$ cat config.mk
export PLATFORM = sky130hd
export DESIGN_NAME = ptl_panel
export DESIGN_NICKNAME = d
export VERILOG_FILES = /design/src/ptl_pkg.sv /design/src/ptl_cnt_if.sv /design/src/ptl_bcd_counter.sv /design/src/ptl_hold_timer.sv /design/src/ptl_panel.sv
export VERILOG_INCLUDE_DIRS = /design/src
export SDC_FILE = /design/constraint.sdc
export NUM_CORES = 1
export LEC_CHECK = 0
export BUFFER_PORTS_ARGS = -buffer_cell sky130_fd_sc_hd__buf_2
export CORE_ASPECT_RATIO = 1.75
export CORE_UTILIZATION = 45
export DETAILED_ROUTE_END_ITERATION = 8
export PLACE_DENSITY_LB_ADDON = 0.25
export SYNTH_ARGS = -nofsm -noshare
export SYNTH_HDL_FRONTEND = slang
export SYNTH_HIERARCHICAL = 1
export SYNTH_SLANG_ARGS = --single-unit
export TNS_END_PERCENT = 100
$ cat constraint.sdc
create_clock -name core_clk -period 14.21 [get_ports core_clk]
set_input_delay 2.842 -clock core_clk [delete_from_list [all_inputs] [get_ports core_clk]]
set_output_delay 2.842 -clock core_clk [all_outputs]
set_load 0.01 [all_outputs]
$ cat src/ptl_cfg.svh
// timing, width and code constants for the totaliser panel logic
`ifndef PTL_CFG_SVH
`define PTL_CFG_SVH
`define PTL_CLK_MHZ 125
`define PTL_STARTUP_MS 100
`define PTL_STARTUP_CYC (`PTL_STARTUP_MS * 1000 * `PTL_CLK_MHZ)
`define PTL_TEST_MS 1000
`define PTL_TEST_CYC (`PTL_TEST_MS * 1000 * `PTL_CLK_MHZ)
`define PTL_GT_HOLD_S 10
`define PTL_GT_HOLD_CYC (`PTL_GT_HOLD_S * 1000000 * `PTL_CLK_MHZ)
`define PTL_T_HOLD_S 3
`define PTL_T_HOLD_CYC (`PTL_T_HOLD_S * 1000000 * `PTL_CLK_MHZ)
`define PTL_FLOW_S 2
`define PTL_FLOW_CYC (`PTL_FLOW_S * 1000000 * `PTL_CLK_MHZ)
`define PTL_MSG_MS 1500
`define PTL_MSG_CYC (`PTL_MSG_MS * 1000 * `PTL_CLK_MHZ)
`define PTL_TOT_DIGITS 8
`define PTL_GT_DIGITS 16
`define PTL_RATE_DIGITS 6
`define PTL_LIN_SEGMENTS 16
`define PTL_CODE_DIGITS 4
`define PTL_MSG_NONE 4'h0
`define PTL_MSG_LO 4'h1
`define PTL_MSG_HI 4'h2
`define PTL_MSG_CLR_NO 4'h3
`define PTL_MSG_CLR_YES 4'h4
`define PTL_MSG_CLEARED 4'h5
`define PTL_MSG_VERSION 4'h6
`define PTL_MSG_FUNCTION 4'h7
`define PTL_MSG_ACC_ALARM 4'h8
`define PTL_MSG_ACC_PULSE 4'h9
`define PTL_MSG_ACC_LOOP 4'hA
`define PTL_MSG_ALL_ON 4'hB
`define PTL_MSG_CODE 4'hC
`endif

$ cat src/ptl_pkg.sv
// types shared by the totaliser panel logic
`default_nettype none
`include "ptl_cfg.svh"
package ptl_pkg;
    typedef logic [`PTL_TOT_DIGITS*4-1:0] ptl_tot_t;
    typedef logic [`PTL_GT_DIGITS*4-1:0] ptl_gt_t;
    typedef logic [`PTL_RATE_DIGITS*4-1:0] ptl_rate_t;
    typedef logic [3:0] ptl_msg_t;
    typedef enum logic [7:0] {
        PTL_BOOT = 8'h01,
        PTL_TEST = 8'h02,
        PTL_RUN = 8'h04,
        PTL_SHOW = 8'h08,
        PTL_ASK = 8'h10,
        PTL_DONE = 8'h20,
        PTL_MENU = 8'h40,
        PTL_SETP = 8'h80
    } ptl_state_t;
endpackage : ptl_pkg
`default_nettype wire

$ cat src/ptl_cnt_if.sv
// carrier between panel top and bcd counter
`timescale 1ns/1ps
`default_nettype none
`include "ptl_cfg.svh"
interface ptl_cnt_if;
    logic inc;
    logic clr_tot;
    logic clr_gt;
    logic [`PTL_TOT_DIGITS*4-1:0] tot;
    logic [`PTL_GT_DIGITS*4-1:0] gt;
    logic [`PTL_TOT_DIGITS*4-1:0] tot_load;
    logic [`PTL_GT_DIGITS*4-1:0] gt_load;
    logic load;
    modport ctl (output inc, output clr_tot, output clr_gt, output tot_load, output gt_load,
        output load, input tot, input gt);
    modport cnt (input inc, input clr_tot, input clr_gt, input tot_load, input gt_load,
        input load, output tot, output gt);
endinterface : ptl_cnt_if
`default_nettype wire

$ cat src/ptl_bcd_counter.sv
// decimal total and grand total counters
`timescale 1ns/1ps
`default_nettype none
`include "ptl_cfg.svh"
module ptl_bcd_counter
    import ptl_pkg::*;
(
    input wire logic core_clk,
    input wire logic rst_n,
    ptl_cnt_if.cnt c
);
    localparam int TD = `PTL_TOT_DIGITS;
    localparam int GD = `PTL_GT_DIGITS;
    ptl_tot_t tot;
    ptl_gt_t gt;
    ptl_tot_t next_tot;
    ptl_gt_t next_gt;
    logic [TD:0] tcy;
    logic [GD:0] gcy;
    ptl_tot_t tinc;
    ptl_gt_t ginc;

    assign tcy[0] = 1'b1;
    assign gcy[0] = 1'b1;
    genvar i;
    generate
        for (i = 0; i < GD; i++)
        begin : g_gd
            assign ginc[i*4 +: 4] = gcy[i] ? ((gt[i*4 +: 4] == 4'h9) ? 4'h0
                : gt[i*4 +: 4] + 4'h1) : gt[i*4 +: 4];
            assign gcy[i+1] = gcy[i] && (gt[i*4 +: 4] == 4'h9);
            if (i < TD)
            begin : g_td
                assign tinc[i*4 +: 4] = tcy[i] ? ((tot[i*4 +: 4] == 4'h9) ? 4'h0
                    : tot[i*4 +: 4] + 4'h1) : tot[i*4 +: 4];
                assign tcy[i+1] = tcy[i] && (tot[i*4 +: 4] == 4'h9);
            end
        end
    endgenerate

    always_comb
    begin
        next_tot = tot;
        next_gt = gt;
        if (c.load)
        begin
            next_tot = c.tot_load;
            next_gt = c.gt_load;
        end
        else
        begin
            if (c.inc)
            begin
                next_tot = tinc;
                next_gt = ginc;
            end
            // a clear in the same cycle as a pulse wins for the counter it clears; the other counter still takes the pulse
            if (c.clr_tot)
                next_tot = '0;
            if (c.clr_gt)
                next_gt = '0;
        end
    end

    always_ff @(posedge core_clk or negedge rst_n)
    begin
        if (!rst_n)
        begin
            tot <= '0;
            gt <= '0;
        end
        else
        begin
            tot <= next_tot;
            gt <= next_gt;
        end
    end

    assign c.tot = tot;
    assign c.gt = gt;
endmodule : ptl_bcd_counter
`default_nettype wire

$ cat src/ptl_hold_timer.sv
// button-pair hold timer, cancelled on release
`timescale 1ns/1ps
`default_nettype none
module ptl_hold_timer #(
    parameter int unsigned LIMIT = 10
) (
    input wire logic core_clk,
    input wire logic rst_n,
    input wire logic held,
    output logic fire
);
    logic [31:0] cnt;
    logic done;
    logic [31:0] next_cnt;
    logic next_done;
    logic next_fire;

    always_comb
    begin
        next_cnt = cnt;
        next_done = done;
        next_fire = 1'b0;
        if (!held)
        begin
            next_cnt = '0;
            next_done = 1'b0;
        end
        else if (!done)
        begin
            if (cnt >= LIMIT - 1)
            begin
                next_fire = 1'b1;
                next_done = 1'b1;
            end
            else
                next_cnt = cnt + 32'h0000_0001;
        end
    end

    always_ff @(posedge core_clk or negedge rst_n)
    begin
        if (!rst_n)
        begin
            cnt <= '0;
            done <= 1'b0;
            fire <= 1'b0;
        end
        else
        begin
            cnt <= next_cnt;
            done <= next_done;
            fire <= next_fire;
        end
    end
endmodule : ptl_hold_timer
`default_nettype wire

$ cat src/ptl_panel.sv
// pulse totaliser panel logic: counting, buttons, display selection, annunciators
`timescale 1ns/1ps
`default_nettype none
`include "ptl_cfg.svh"
// Behaviour
// - keep sixteen-digit grand total; low request shows low marker then low eight digits
// - high request shows high marker then upper eight grand-total digits
// - reset pair held ten seconds with grand clear enabled prompts, answer no
// - up or down turns answer yes; confirm zeroes grand total, shows cleared
// - reset pair held three seconds with total clear enabled zeroes total, drops stored pulses
// - total reset leaves grand total untouched
// - after power-up delay, light all segments, then run stored configuration
// - totals come back from storage at power-up and keep accumulating
// - total shown on upper eight digits, clearable by panel or remote input
// - rate shown on lower six digits
// - each pulse animates flow indicator two seconds, retriggerable
// - hold annunciator on while input frequency below clip-off threshold
// - reset annunciator on while any reset is in progress
// - lineariser supports up to sixteen segments
// - information request shows version, function, then fitted accessory codes, pulse always
// - menu button pair in totalising mode enters configuration menu
// - setpoint pair opens setpoints only with alarms fitted and access enabled
// - menu entry needs the four-digit security code when one is set
// - overflowing grand total or rate shows all nines with decimal points flashing; the total wraps
// - remote reset contact zeroes total; held closed it inhibits counting
module ptl_panel
    import ptl_pkg::*;
#(
    parameter int unsigned STARTUP_CYC = `PTL_STARTUP_CYC,
    parameter int unsigned TEST_CYC = `PTL_TEST_CYC,
    parameter int unsigned GT_HOLD_CYC = `PTL_GT_HOLD_CYC,
    parameter int unsigned T_HOLD_CYC = `PTL_T_HOLD_CYC,
    parameter int unsigned FLOW_CYC = `PTL_FLOW_CYC,
    parameter int unsigned MSG_CYC = `PTL_MSG_CYC
) (
    input wire logic core_clk,
    input wire logic rstn,
    input wire logic pulse_in,
    input wire logic remote_reset_in,
    input wire logic btn_menu,
    input wire logic btn_down,
    input wire logic btn_up,
    input wire logic btn_enter,
    input wire logic panel_total_clear_enable,
    input wire logic panel_grand_total_clear_enable,
    input wire logic setpoint_direct_access_enable,
    input wire logic alarms_fitted,
    input wire logic loop_output_fitted,
    input wire logic code_set,
    input wire logic code_ok,
    input wire logic menu_exit,
    input wire logic below_clip_off,
    input wire ptl_pkg::ptl_rate_t rate_value,
    input wire logic rate_overrange,
    input wire logic [3:0] lin_segments,
    input wire ptl_pkg::ptl_tot_t stored_total,
    input wire ptl_pkg::ptl_gt_t stored_grand_total,
    input wire logic [7:0] firmware_version,
    output logic [`PTL_TOT_DIGITS*4-1:0] upper_digits,
    output logic [`PTL_RATE_DIGITS*4-1:0] lower_digits,
    output logic [3:0] message_code,
    output logic all_segments_on,
    output logic dp_flash,
    output logic flow_indicator,
    output logic hold_annunciator,
    output logic reset_annunciator,
    output logic stored_pulse_clear,
    output logic in_config_menu,
    output logic in_setpoint_adjust,
    output logic [3:0] lin_segment_count,
    output logic [`PTL_GT_DIGITS*4-1:0] grand_total
);
    localparam int TD = `PTL_TOT_DIGITS;
    localparam logic [3:0] LIN_MAX = 4'(`PTL_LIN_SEGMENTS - 1);

    logic rst_a, rst_n;
    logic [1:0] pin_s1, pin_s2;
    logic pulse_prev, pulse_edge, remote_prev;
    logic fire_t, fire_gt;
    logic pair_reset;
    logic [3:0] btn_prev;
    logic [3:0] btn_rise;
    ptl_state_t state, next_state;
    logic [31:0] tmr, next_tmr;
    logic [31:0] flow_tmr, next_flow_tmr;
    ptl_msg_t msg, next_msg;
    logic sel_hi, next_sel_hi;
    logic info_step, next_info_step;
    logic gt_ovf, next_gt_ovf;
    ptl_tot_t next_upper;
    logic next_clr_gt, next_clr_tot;
    ptl_cnt_if cif ();

    always_ff @(posedge core_clk or negedge rstn)
    begin
        if (!rstn)
        begin
            rst_a <= 1'b0;
            rst_n <= 1'b0;
        end
        else
        begin
            rst_a <= 1'b1;
            rst_n <= rst_a;
        end
    end

    // pulse and remote pins pass two flops before anything looks at them; buttons are used unsynchronised
    always_ff @(posedge core_clk or negedge rst_n)
    begin
        if (!rst_n)
        begin
            pin_s1 <= '0;
            pin_s2 <= '0;
            pulse_prev <= 1'b0;
            remote_prev <= 1'b0;
            btn_prev <= '0;
        end
        else
        begin
            pin_s1 <= {remote_reset_in, pulse_in};
            pin_s2 <= pin_s1;
            pulse_prev <= pin_s2[0];
            remote_prev <= pin_s2[1];
            btn_prev <= {btn_menu, btn_down, btn_up, btn_enter};
        end
    end
    assign pulse_edge = pin_s2[0] && !pulse_prev;
    assign btn_rise = {btn_menu, btn_down, btn_up, btn_enter} & ~btn_prev;
    assign pair_reset = btn_up && btn_down && !btn_menu && !btn_enter;

    ptl_hold_timer #(.LIMIT(T_HOLD_CYC)) u_hold_t (
        .core_clk(core_clk),
        .rst_n(rst_n),
        .held(pair_reset && panel_total_clear_enable && state == PTL_RUN),
        .fire(fire_t)
    );
    ptl_hold_timer #(.LIMIT(GT_HOLD_CYC)) u_hold_gt (
        .core_clk(core_clk),
        .rst_n(rst_n),
        .held(pair_reset && panel_grand_total_clear_enable && state == PTL_RUN),
        .fire(fire_gt)
    );
    ptl_bcd_counter u_cnt (
        .core_clk(core_clk),
        .rst_n(rst_n),
        .c(cif)
    );

    // counting held off while the remote contact stays closed
    assign cif.inc = pulse_edge && !pin_s2[1] && (state != PTL_BOOT) && (state != PTL_TEST);
    assign cif.clr_tot = next_clr_tot;
    assign cif.clr_gt = next_clr_gt;
    assign cif.tot_load = stored_total;
    assign cif.gt_load = stored_grand_total;
    // last boot cycle: the boot timer hands over to the test phase before reaching zero
    assign cif.load = (state == PTL_BOOT) && (tmr == 32'h0000_0001);

    always_comb
    begin
        next_state = state;
        next_tmr = (tmr != 32'h0000_0000) ? tmr - 32'h0000_0001 : tmr;
        next_msg = msg;
        next_sel_hi = sel_hi;
        next_info_step = info_step;
        next_clr_gt = 1'b0;
        next_clr_tot = 1'b0;
        if (pin_s2[1] && !remote_prev)
            next_clr_tot = 1'b1;
        if (fire_t)
            next_clr_tot = 1'b1;
        case (state)
            PTL_BOOT:
            begin
                if (tmr == 32'h0000_0001)
                begin
                    next_state = PTL_TEST;
                    next_tmr = TEST_CYC;
                    next_msg = `PTL_MSG_ALL_ON;
                end
            end
            PTL_TEST:
            begin
                if (tmr == 32'h0000_0001)
                begin
                    next_state = PTL_RUN;
                    next_msg = `PTL_MSG_NONE;
                end
            end
            PTL_RUN:
            begin
                if (fire_gt)
                begin
                    next_state = PTL_ASK;
                    next_msg = `PTL_MSG_CLR_NO;
                end
                else if (btn_menu && btn_enter && btn_rise != 4'h0)
                begin
                    next_state = PTL_MENU;
                    next_msg = code_set ? `PTL_MSG_CODE : `PTL_MSG_NONE;
                end
                else if (btn_menu && btn_up && btn_rise != 4'h0)
                begin
                    if (alarms_fitted && setpoint_direct_access_enable)
                        next_state = PTL_SETP;
                end
                else if (btn_rise[2] && btn_enter)
                begin
                    next_state = PTL_SHOW;
                    next_msg = `PTL_MSG_LO;
                    next_sel_hi = 1'b0;
                    next_tmr = MSG_CYC;
                end
                else if (btn_rise[1] && btn_enter)
                begin
                    next_state = PTL_SHOW;
                    next_msg = `PTL_MSG_HI;
                    next_sel_hi = 1'b1;
                    next_tmr = MSG_CYC;
                end
                else if (btn_rise[0] && !btn_menu && !btn_up && !btn_down)
                begin
                    next_state = PTL_SHOW;
                    next_msg = `PTL_MSG_VERSION;
                    next_info_step = 1'b1;
                    next_tmr = MSG_CYC;
                end
            end
            PTL_SHOW:
            begin
                if (tmr == 32'h0000_0001)
                begin
                    next_tmr = MSG_CYC;
                    case (msg)
                        `PTL_MSG_LO, `PTL_MSG_HI: next_msg = `PTL_MSG_NONE;
                        `PTL_MSG_VERSION: next_msg = `PTL_MSG_FUNCTION;
                        `PTL_MSG_FUNCTION:
                            next_msg = alarms_fitted ? `PTL_MSG_ACC_ALARM : `PTL_MSG_ACC_PULSE;
                        `PTL_MSG_ACC_ALARM: next_msg = `PTL_MSG_ACC_PULSE;
                        `PTL_MSG_ACC_PULSE:
                            next_msg = loop_output_fitted ? `PTL_MSG_ACC_LOOP : `PTL_MSG_NONE;
                        default: next_msg = `PTL_MSG_NONE;
                    endcase
                    // a blank phase closes every sequence; the digits stay up through it
                    if (msg == `PTL_MSG_NONE)
                    begin
                        next_state = PTL_RUN;
                        next_tmr = 32'h0000_0000;
                        next_info_step = 1'b0;
                    end
                end
            end
            PTL_ASK:
            begin
                if ((btn_rise[1] || btn_rise[2]) && msg == `PTL_MSG_CLR_NO)
                    next_msg = `PTL_MSG_CLR_YES;
                else if (btn_rise[0] && msg == `PTL_MSG_CLR_YES)
                begin
                    next_clr_gt = 1'b1;
                    next_state = PTL_DONE;
                    next_msg = `PTL_MSG_CLEARED;
                    next_tmr = MSG_CYC;
                end
                else if (btn_rise[0])
                begin
                    next_state = PTL_RUN;
                    next_msg = `PTL_MSG_NONE;
                end
            end
            PTL_DONE:
            begin
                if (tmr == 32'h0000_0000)
                begin
                    next_state = PTL_RUN;
                    next_msg = `PTL_MSG_NONE;
                end
            end
            PTL_MENU:
            begin
                if (code_set && msg == `PTL_MSG_CODE && code_ok)
                    next_msg = `PTL_MSG_NONE;
                if (menu_exit)
                begin
                    next_state = PTL_RUN;
                    next_msg = `PTL_MSG_NONE;
                end
            end
            PTL_SETP:
            begin
                if (menu_exit)
                    next_state = PTL_RUN;
            end
            default:
            begin
                next_state = PTL_BOOT;
                next_tmr = STARTUP_CYC;
            end
        endcase
    end

    always_comb
    begin
        next_flow_tmr = (flow_tmr != 32'h0000_0000) ? flow_tmr - 32'h0000_0001 : flow_tmr;
        if (pulse_edge)
            next_flow_tmr = FLOW_CYC;
        next_gt_ovf = gt_ovf;
        if (cif.inc && (&(cif.gt == {`PTL_GT_DIGITS{4'h9}})))
            next_gt_ovf = 1'b1;
        if (next_clr_gt)
            next_gt_ovf = 1'b0;
        if (state == PTL_SHOW && sel_hi)
            next_upper = cif.gt[TD*4 +: TD*4];
        else if (state == PTL_SHOW && !info_step)
            next_upper = cif.gt[TD*4-1:0];
        else
            next_upper = cif.tot;
        if (gt_ovf && state == PTL_SHOW && !info_step)
            next_upper = {TD{4'h9}};
    end

    always_ff @(posedge core_clk or negedge rst_n)
    begin
        if (!rst_n)
        begin
            state <= PTL_BOOT;
            tmr <= STARTUP_CYC;
            flow_tmr <= '0;
            msg <= `PTL_MSG_NONE;
            sel_hi <= 1'b0;
            info_step <= 1'b0;
            gt_ovf <= 1'b0;
            upper_digits <= '0;
            lower_digits <= '0;
            message_code <= '0;
            all_segments_on <= 1'b0;
            dp_flash <= 1'b0;
            flow_indicator <= 1'b0;
            hold_annunciator <= 1'b0;
            reset_annunciator <= 1'b0;
            stored_pulse_clear <= 1'b0;
            in_config_menu <= 1'b0;
            in_setpoint_adjust <= 1'b0;
            lin_segment_count <= '0;
            grand_total <= '0;
        end
        else
        begin
            state <= next_state;
            tmr <= next_tmr;
            flow_tmr <= next_flow_tmr;
            msg <= next_msg;
            sel_hi <= next_sel_hi;
            info_step <= next_info_step;
            gt_ovf <= next_gt_ovf;
            upper_digits <= next_upper;
            lower_digits <= rate_overrange ? {`PTL_RATE_DIGITS{4'h9}} : rate_value;
            message_code <= next_msg;
            all_segments_on <= (next_state == PTL_TEST);
            dp_flash <= rate_overrange || (gt_ovf && state == PTL_SHOW);
            flow_indicator <= (next_flow_tmr != 32'h0000_0000);
            hold_annunciator <= below_clip_off;
            reset_annunciator <= pin_s2[1] || (pair_reset && state == PTL_RUN &&
                (panel_total_clear_enable || panel_grand_total_clear_enable)) ||
                next_state == PTL_ASK || next_state == PTL_DONE;
            stored_pulse_clear <= fire_t;
            in_config_menu <= (next_state == PTL_MENU) && !(code_set && next_msg == `PTL_MSG_CODE);
            in_setpoint_adjust <= (next_state == PTL_SETP);
            lin_segment_count <= (lin_segments > LIN_MAX) ? LIN_MAX : lin_segments;
            grand_total <= cif.gt;
        end
    end

    flow_retrig_a: assert property (@(posedge core_clk) disable iff (!rst_n)
        pulse_edge |=> ##1 flow_indicator)
        else $error("flow indicator not lit after pulse");
    gt_keep_a: assert property (@(posedge core_clk) disable iff (!rst_n)
        (fire_t && !next_clr_gt && !cif.inc && !cif.load) |=> $stable(cif.gt))
        else $error("grand total moved on total reset");
    tot_clear_a: assert property (@(posedge core_clk) disable iff (!rst_n)
        fire_t |=> (cif.tot == '0) && stored_pulse_clear)
        else $error("total not cleared on hold");
    ask_no_a: assert property (@(posedge core_clk) disable iff (!rst_n)
        (state == PTL_RUN && fire_gt) |=> (state == PTL_ASK && msg == `PTL_MSG_CLR_NO))
        else $error("grand total prompt missing");
    gt_clear_a: assert property (@(posedge core_clk) disable iff (!rst_n)
        (state == PTL_ASK && msg == `PTL_MSG_CLR_YES && btn_rise[0] && !cif.load)
        |=> (cif.gt == '0) && state == PTL_DONE)
        else $error("grand total not cleared on confirm");
    remote_inh_a: assert property (@(posedge core_clk) disable iff (!rst_n)
        pin_s2[1] |-> !cif.inc)
        else $error("counting while remote reset closed");
    hold_ann_a: assert property (@(posedge core_clk) disable iff (!rst_n)
        below_clip_off |=> hold_annunciator)
        else $error("hold annunciator off below clip-off");
    setp_gate_a: assert property (@(posedge core_clk) disable iff (!rst_n)
        (state != PTL_SETP && next_state == PTL_SETP) |-> (alarms_fitted &&
        setpoint_direct_access_enable))
        else $error("setpoint access without permission");
endmodule : ptl_panel
`default_nettype wire

==> results.toml <==
[synthesis]
ys_ff_latch = 387
synth.avg_cell_area_um2 = 9.575
yosysWarnings = 6
syn_area_um2 = 19810
yosys.area_share.simple = 0.2303
synthMuxAreaShare = 0.008905
synth_top_family_by_area = "simple AND/OR/NAND/NOR gates"
synth-edff-count = 0
synth-compound-area-share = 0.1785
synthAdderAreaFrac = 0.03158
synthesis.nets = 2269
postSynth.topFlopCell = "dfrtp_1"
synthCells = 2069
yosysUniqueCellTypes = 94
synth_xor_area_frac = 0.03006
synth_seq_area_share = 0.4896
async_reset_ff_frac = 1.000

[floorplanning]
rows = 101
dieArea_um2 = 44900
start_util = 0.4571
coreArea_um2 = 43350
die_h_um = 279.6
dieWidth_um = 160.6
ios = 286

[power]
power_w = 0.002685
power.density_nw_per_um2 = 116.9
ir_worst_vdd_mv = 0.09143
p_leak_nw = 10.14

[flow_run]
maxCapViolCount = 0

[placement]
hpwl_um = 44830
finalWeightedCongestion = 0.9802
place_area_um2 = 21700
portBuffers = 277

[timing]
period_minus_slack_ns = 6.467
fin_crit_sh = 0.4551
fmax_ghz = 0.1546
worstMarginPinSlew_ns = 1.257
setup_violations = 0
finalSetupTns_ns = 0
hold_viol = 0
hold_slack_ns = 0.3529
rsz0062_at_grt = "false"
relSlewSlack = 0.1619
drv_slew = 0
skew_ns = 0.02790

[clock_tree]
clk_path_buf_depth = 3
cts_root_buf = "clkbuf_16"
cts_tree = "done"
post_cts_resized = 0
clk_pin_slew_ns = 0.06
cts.htree.levels = 2
post_cts_buffers = 0
cts_hold_buffers = 0
clkLatencyLatePin_ns = 0.56
clock-sinks = 387
cts_buffers = 38

[global_route]
antenna_found_initial = 5
grt_start_max_net_pins = 167
grt_pass1_vias = 17460
grt_pass1_wl_um = 95770
gr-total-overflow = 0
gr-usage-all-layers = 0.2733

[final_layout]
fin_nets = 2518
synthToLayoutAreaGrowth_pct = 15.97
drive_gt1_frac = 0.1862
fin_area_um2 = 22970

[worst_hold_path]
min_path_type = "flip-flop to flip-flop"
holdPathStages = 0

[route]
drtAntennaViolNets = 0
routed_wl_um = 61970
firstDrtPassIters = 8
vias = 17690
vias_per_cell = 6.064
drt_iter0_markers = 1444
routedWlPerCell_um = 21.24
drc = 0

[critical_path]
required_ns = 14.66
crit_type = "input pin to flip-flop"
cp-end-kind = "flip-flop"
crit_fanout = 52
crit_arrival_ns = 6.92
reg2reg_depth = 11
start_kind = "input pin"

[outcome]
status = "finished clean"
## area by class of cell
| type | count | area [µm²] |
|---|---|---|
| clock buffers | 48 | 1039 |
| repair buffers | 298 | 1556 |
| clock inverters | 21 | 219.0 |
| fillers | 3922 | 20370 |
| diodes | 5 | 12.51 |
| flip-flops and latches | 387 | 9704 |
| multi-input cells | 1534 | 9512 |
| well taps | 566 | 708.2 |
| inverters | 59 | 224.0 |
## metal layers
metal | vias to the layer above | wire, µm | global-route usage | part of all wire
met5 | - | 16 | 0 | 0.00026
met4 | 2 | 4434 | 0.1932 | 0.072
met1 | 8670 | 23000 | 0.3192 | 0.37
met2 | 734 | 30850 | 0.4639 | 0.50
met3 | 192 | 3663 | 0.03435 | 0.059
li1 | 8096 | - | - | -
## stage by stage
step / util / cells / setup slack [ns]
global placement: 0.5007 / 2844 / 7.292
detailed placement: 0.5007 / 2844 / 7.292
global route: 0.5300 / 2917 / 7.543
CTS: 0.5297 / 2913 / 7.849
floorplan: - / 2069 / 2.648
finish: 0.5300 / 2918 / 7.743
## cells in the mapped netlist (all sizes together), types with 6 or more instances
| master | n | share of area |
|---|---|---|
| nor2 | 162 | 0.031 |
| nand2 | 165 | 0.031 |
| xnor2 | 29 | 0.013 |
| a211oi | 19 | 0.0081 |
| clkbuf | 75 | 0.014 |
| a21oi | 169 | 0.043 |
| o22ai | 18 | 0.0057 |
| nand4 | 34 | 0.011 |
| or4 | 41 | 0.016 |
| o31a | 8 | 0.0035 |
| nor3b | 19 | 0.0072 |
| dfrtp | 374 | 0.47 |
| nand2b | 16 | 0.0051 |
| ha | 50 | 0.032 |
| nand3b | 18 | 0.010 |
| a31oi | 14 | 0.0047 |
| nor2b | 25 | 0.0079 |
| nor3 | 57 | 0.015 |
| and2 | 18 | 0.0057 |
| or3 | 45 | 0.014 |
| inv | 57 | 0.011 |
| o21bai | 17 | 0.0064 |
| nor4 | 49 | 0.019 |
| a2111oi | 6 | 0.0036 |
| nand3 | 88 | 0.022 |
| or2 | 22 | 0.0069 |
| nand4b | 8 | 0.0043 |
| mux2i | 12 | 0.0061 |
| o211ai | 27 | 0.011 |
| dfstp | 13 | 0.017 |
| xor2 | 39 | 0.017 |
| o21ai | 176 | 0.045 |
| and3 | 42 | 0.013 |
| o21a | 7 | 0.0027 |
| a22oi | 23 | 0.0087 |
| buf | 14 | 0.0055 |
| o31ai | 23 | 0.0087 |
| nor4b | 8 | 0.0039 |
## layout by cell type, fill, tap and decap left out, types with 23 or more instances in the layout
cell,Yosys,layout
a22oi_1,23,23
xor2_1,39,39
nand2_1,165,165
nand4_1,33,33
a21oi_1,169,169
nor4_1,41,41
nand3_1,87,87
o21ai_0,164,164
dfrtp_1,374,373
nor2b_1,25,25
buf_2,3,277
ha_1,50,50
o211ai_1,26,26
or4_1,39,39
o31ai_1,23,23
clkbuf_16,0,38
xnor2_1,29,29
nor3_1,56,55
and3_1,42,42
inv_1,57,56
or3_1,45,45
nor2_1,161,160
## flip-flops by register name, indices dropped and copies added, names as in the netlist, 8 cells and up
signal / count
flow_tmr: 32
u_hold_gt/cnt: 32
tmr: 32
u_cnt/c.gt: 64
state: 8
grand_total: 64
u_hold_t/cnt: 32
u_cnt/c.tot: 32
upper_digits: 32
lower_digits: 24
## power breakdown
part | internal [W] | switching (W) | leakage (nW)
combinational | 0.000148 | 0.000209 | 4.62
clock | 0.000579 | 0.000452 | 0.609
sequential | 0.00119 | 0.000106 | 4.92
## kinds of logic (layout without fill, tap and decap cells)
kind of cell             count (synthesis)  in the layout
flip-flops                             387            387
XOR/XNOR                                68             68
buffers and inverters                  148            426
multiplexers                            17             17
AND/OR/NAND/NOR                        830            830
adder cells (fa/ha/maj)                 50             50
other                                    1              6
AO/OA/AOI/OAI                          568            568
## critical path, cell delays in order
cell,delay [ns]
buf_2,0.16
nand2b_1,0.21
or4_1,0.60
or3_1,0.51
inv_1,0.42
nor2_4,0.06
buf_4,0.35
a2111oi_4,0.64
nand4_2,0.44
or4_1,0.55
o211ai_1,0.10
## worst paths after layout
check | startpoint | endpoint | slack (ns)
setup / recovery | btn_enter | u_cnt/c.gt[59] | 7.74
hold / removal | pin_s1[1] | pin_s2[1] | 0.35
setup reg to reg | tmr[26] | u_cnt/c.gt[19] | 8.60
hold reg to reg | pin_s1[1] | pin_s2[1] | 0.35
max in group asynchronous | rst_n | u_hold_gt/cnt[1] | 11.36
min in group asynchronous | rst_n | grand_total[15] | 0.48
(Power assumes the default switching activity.)
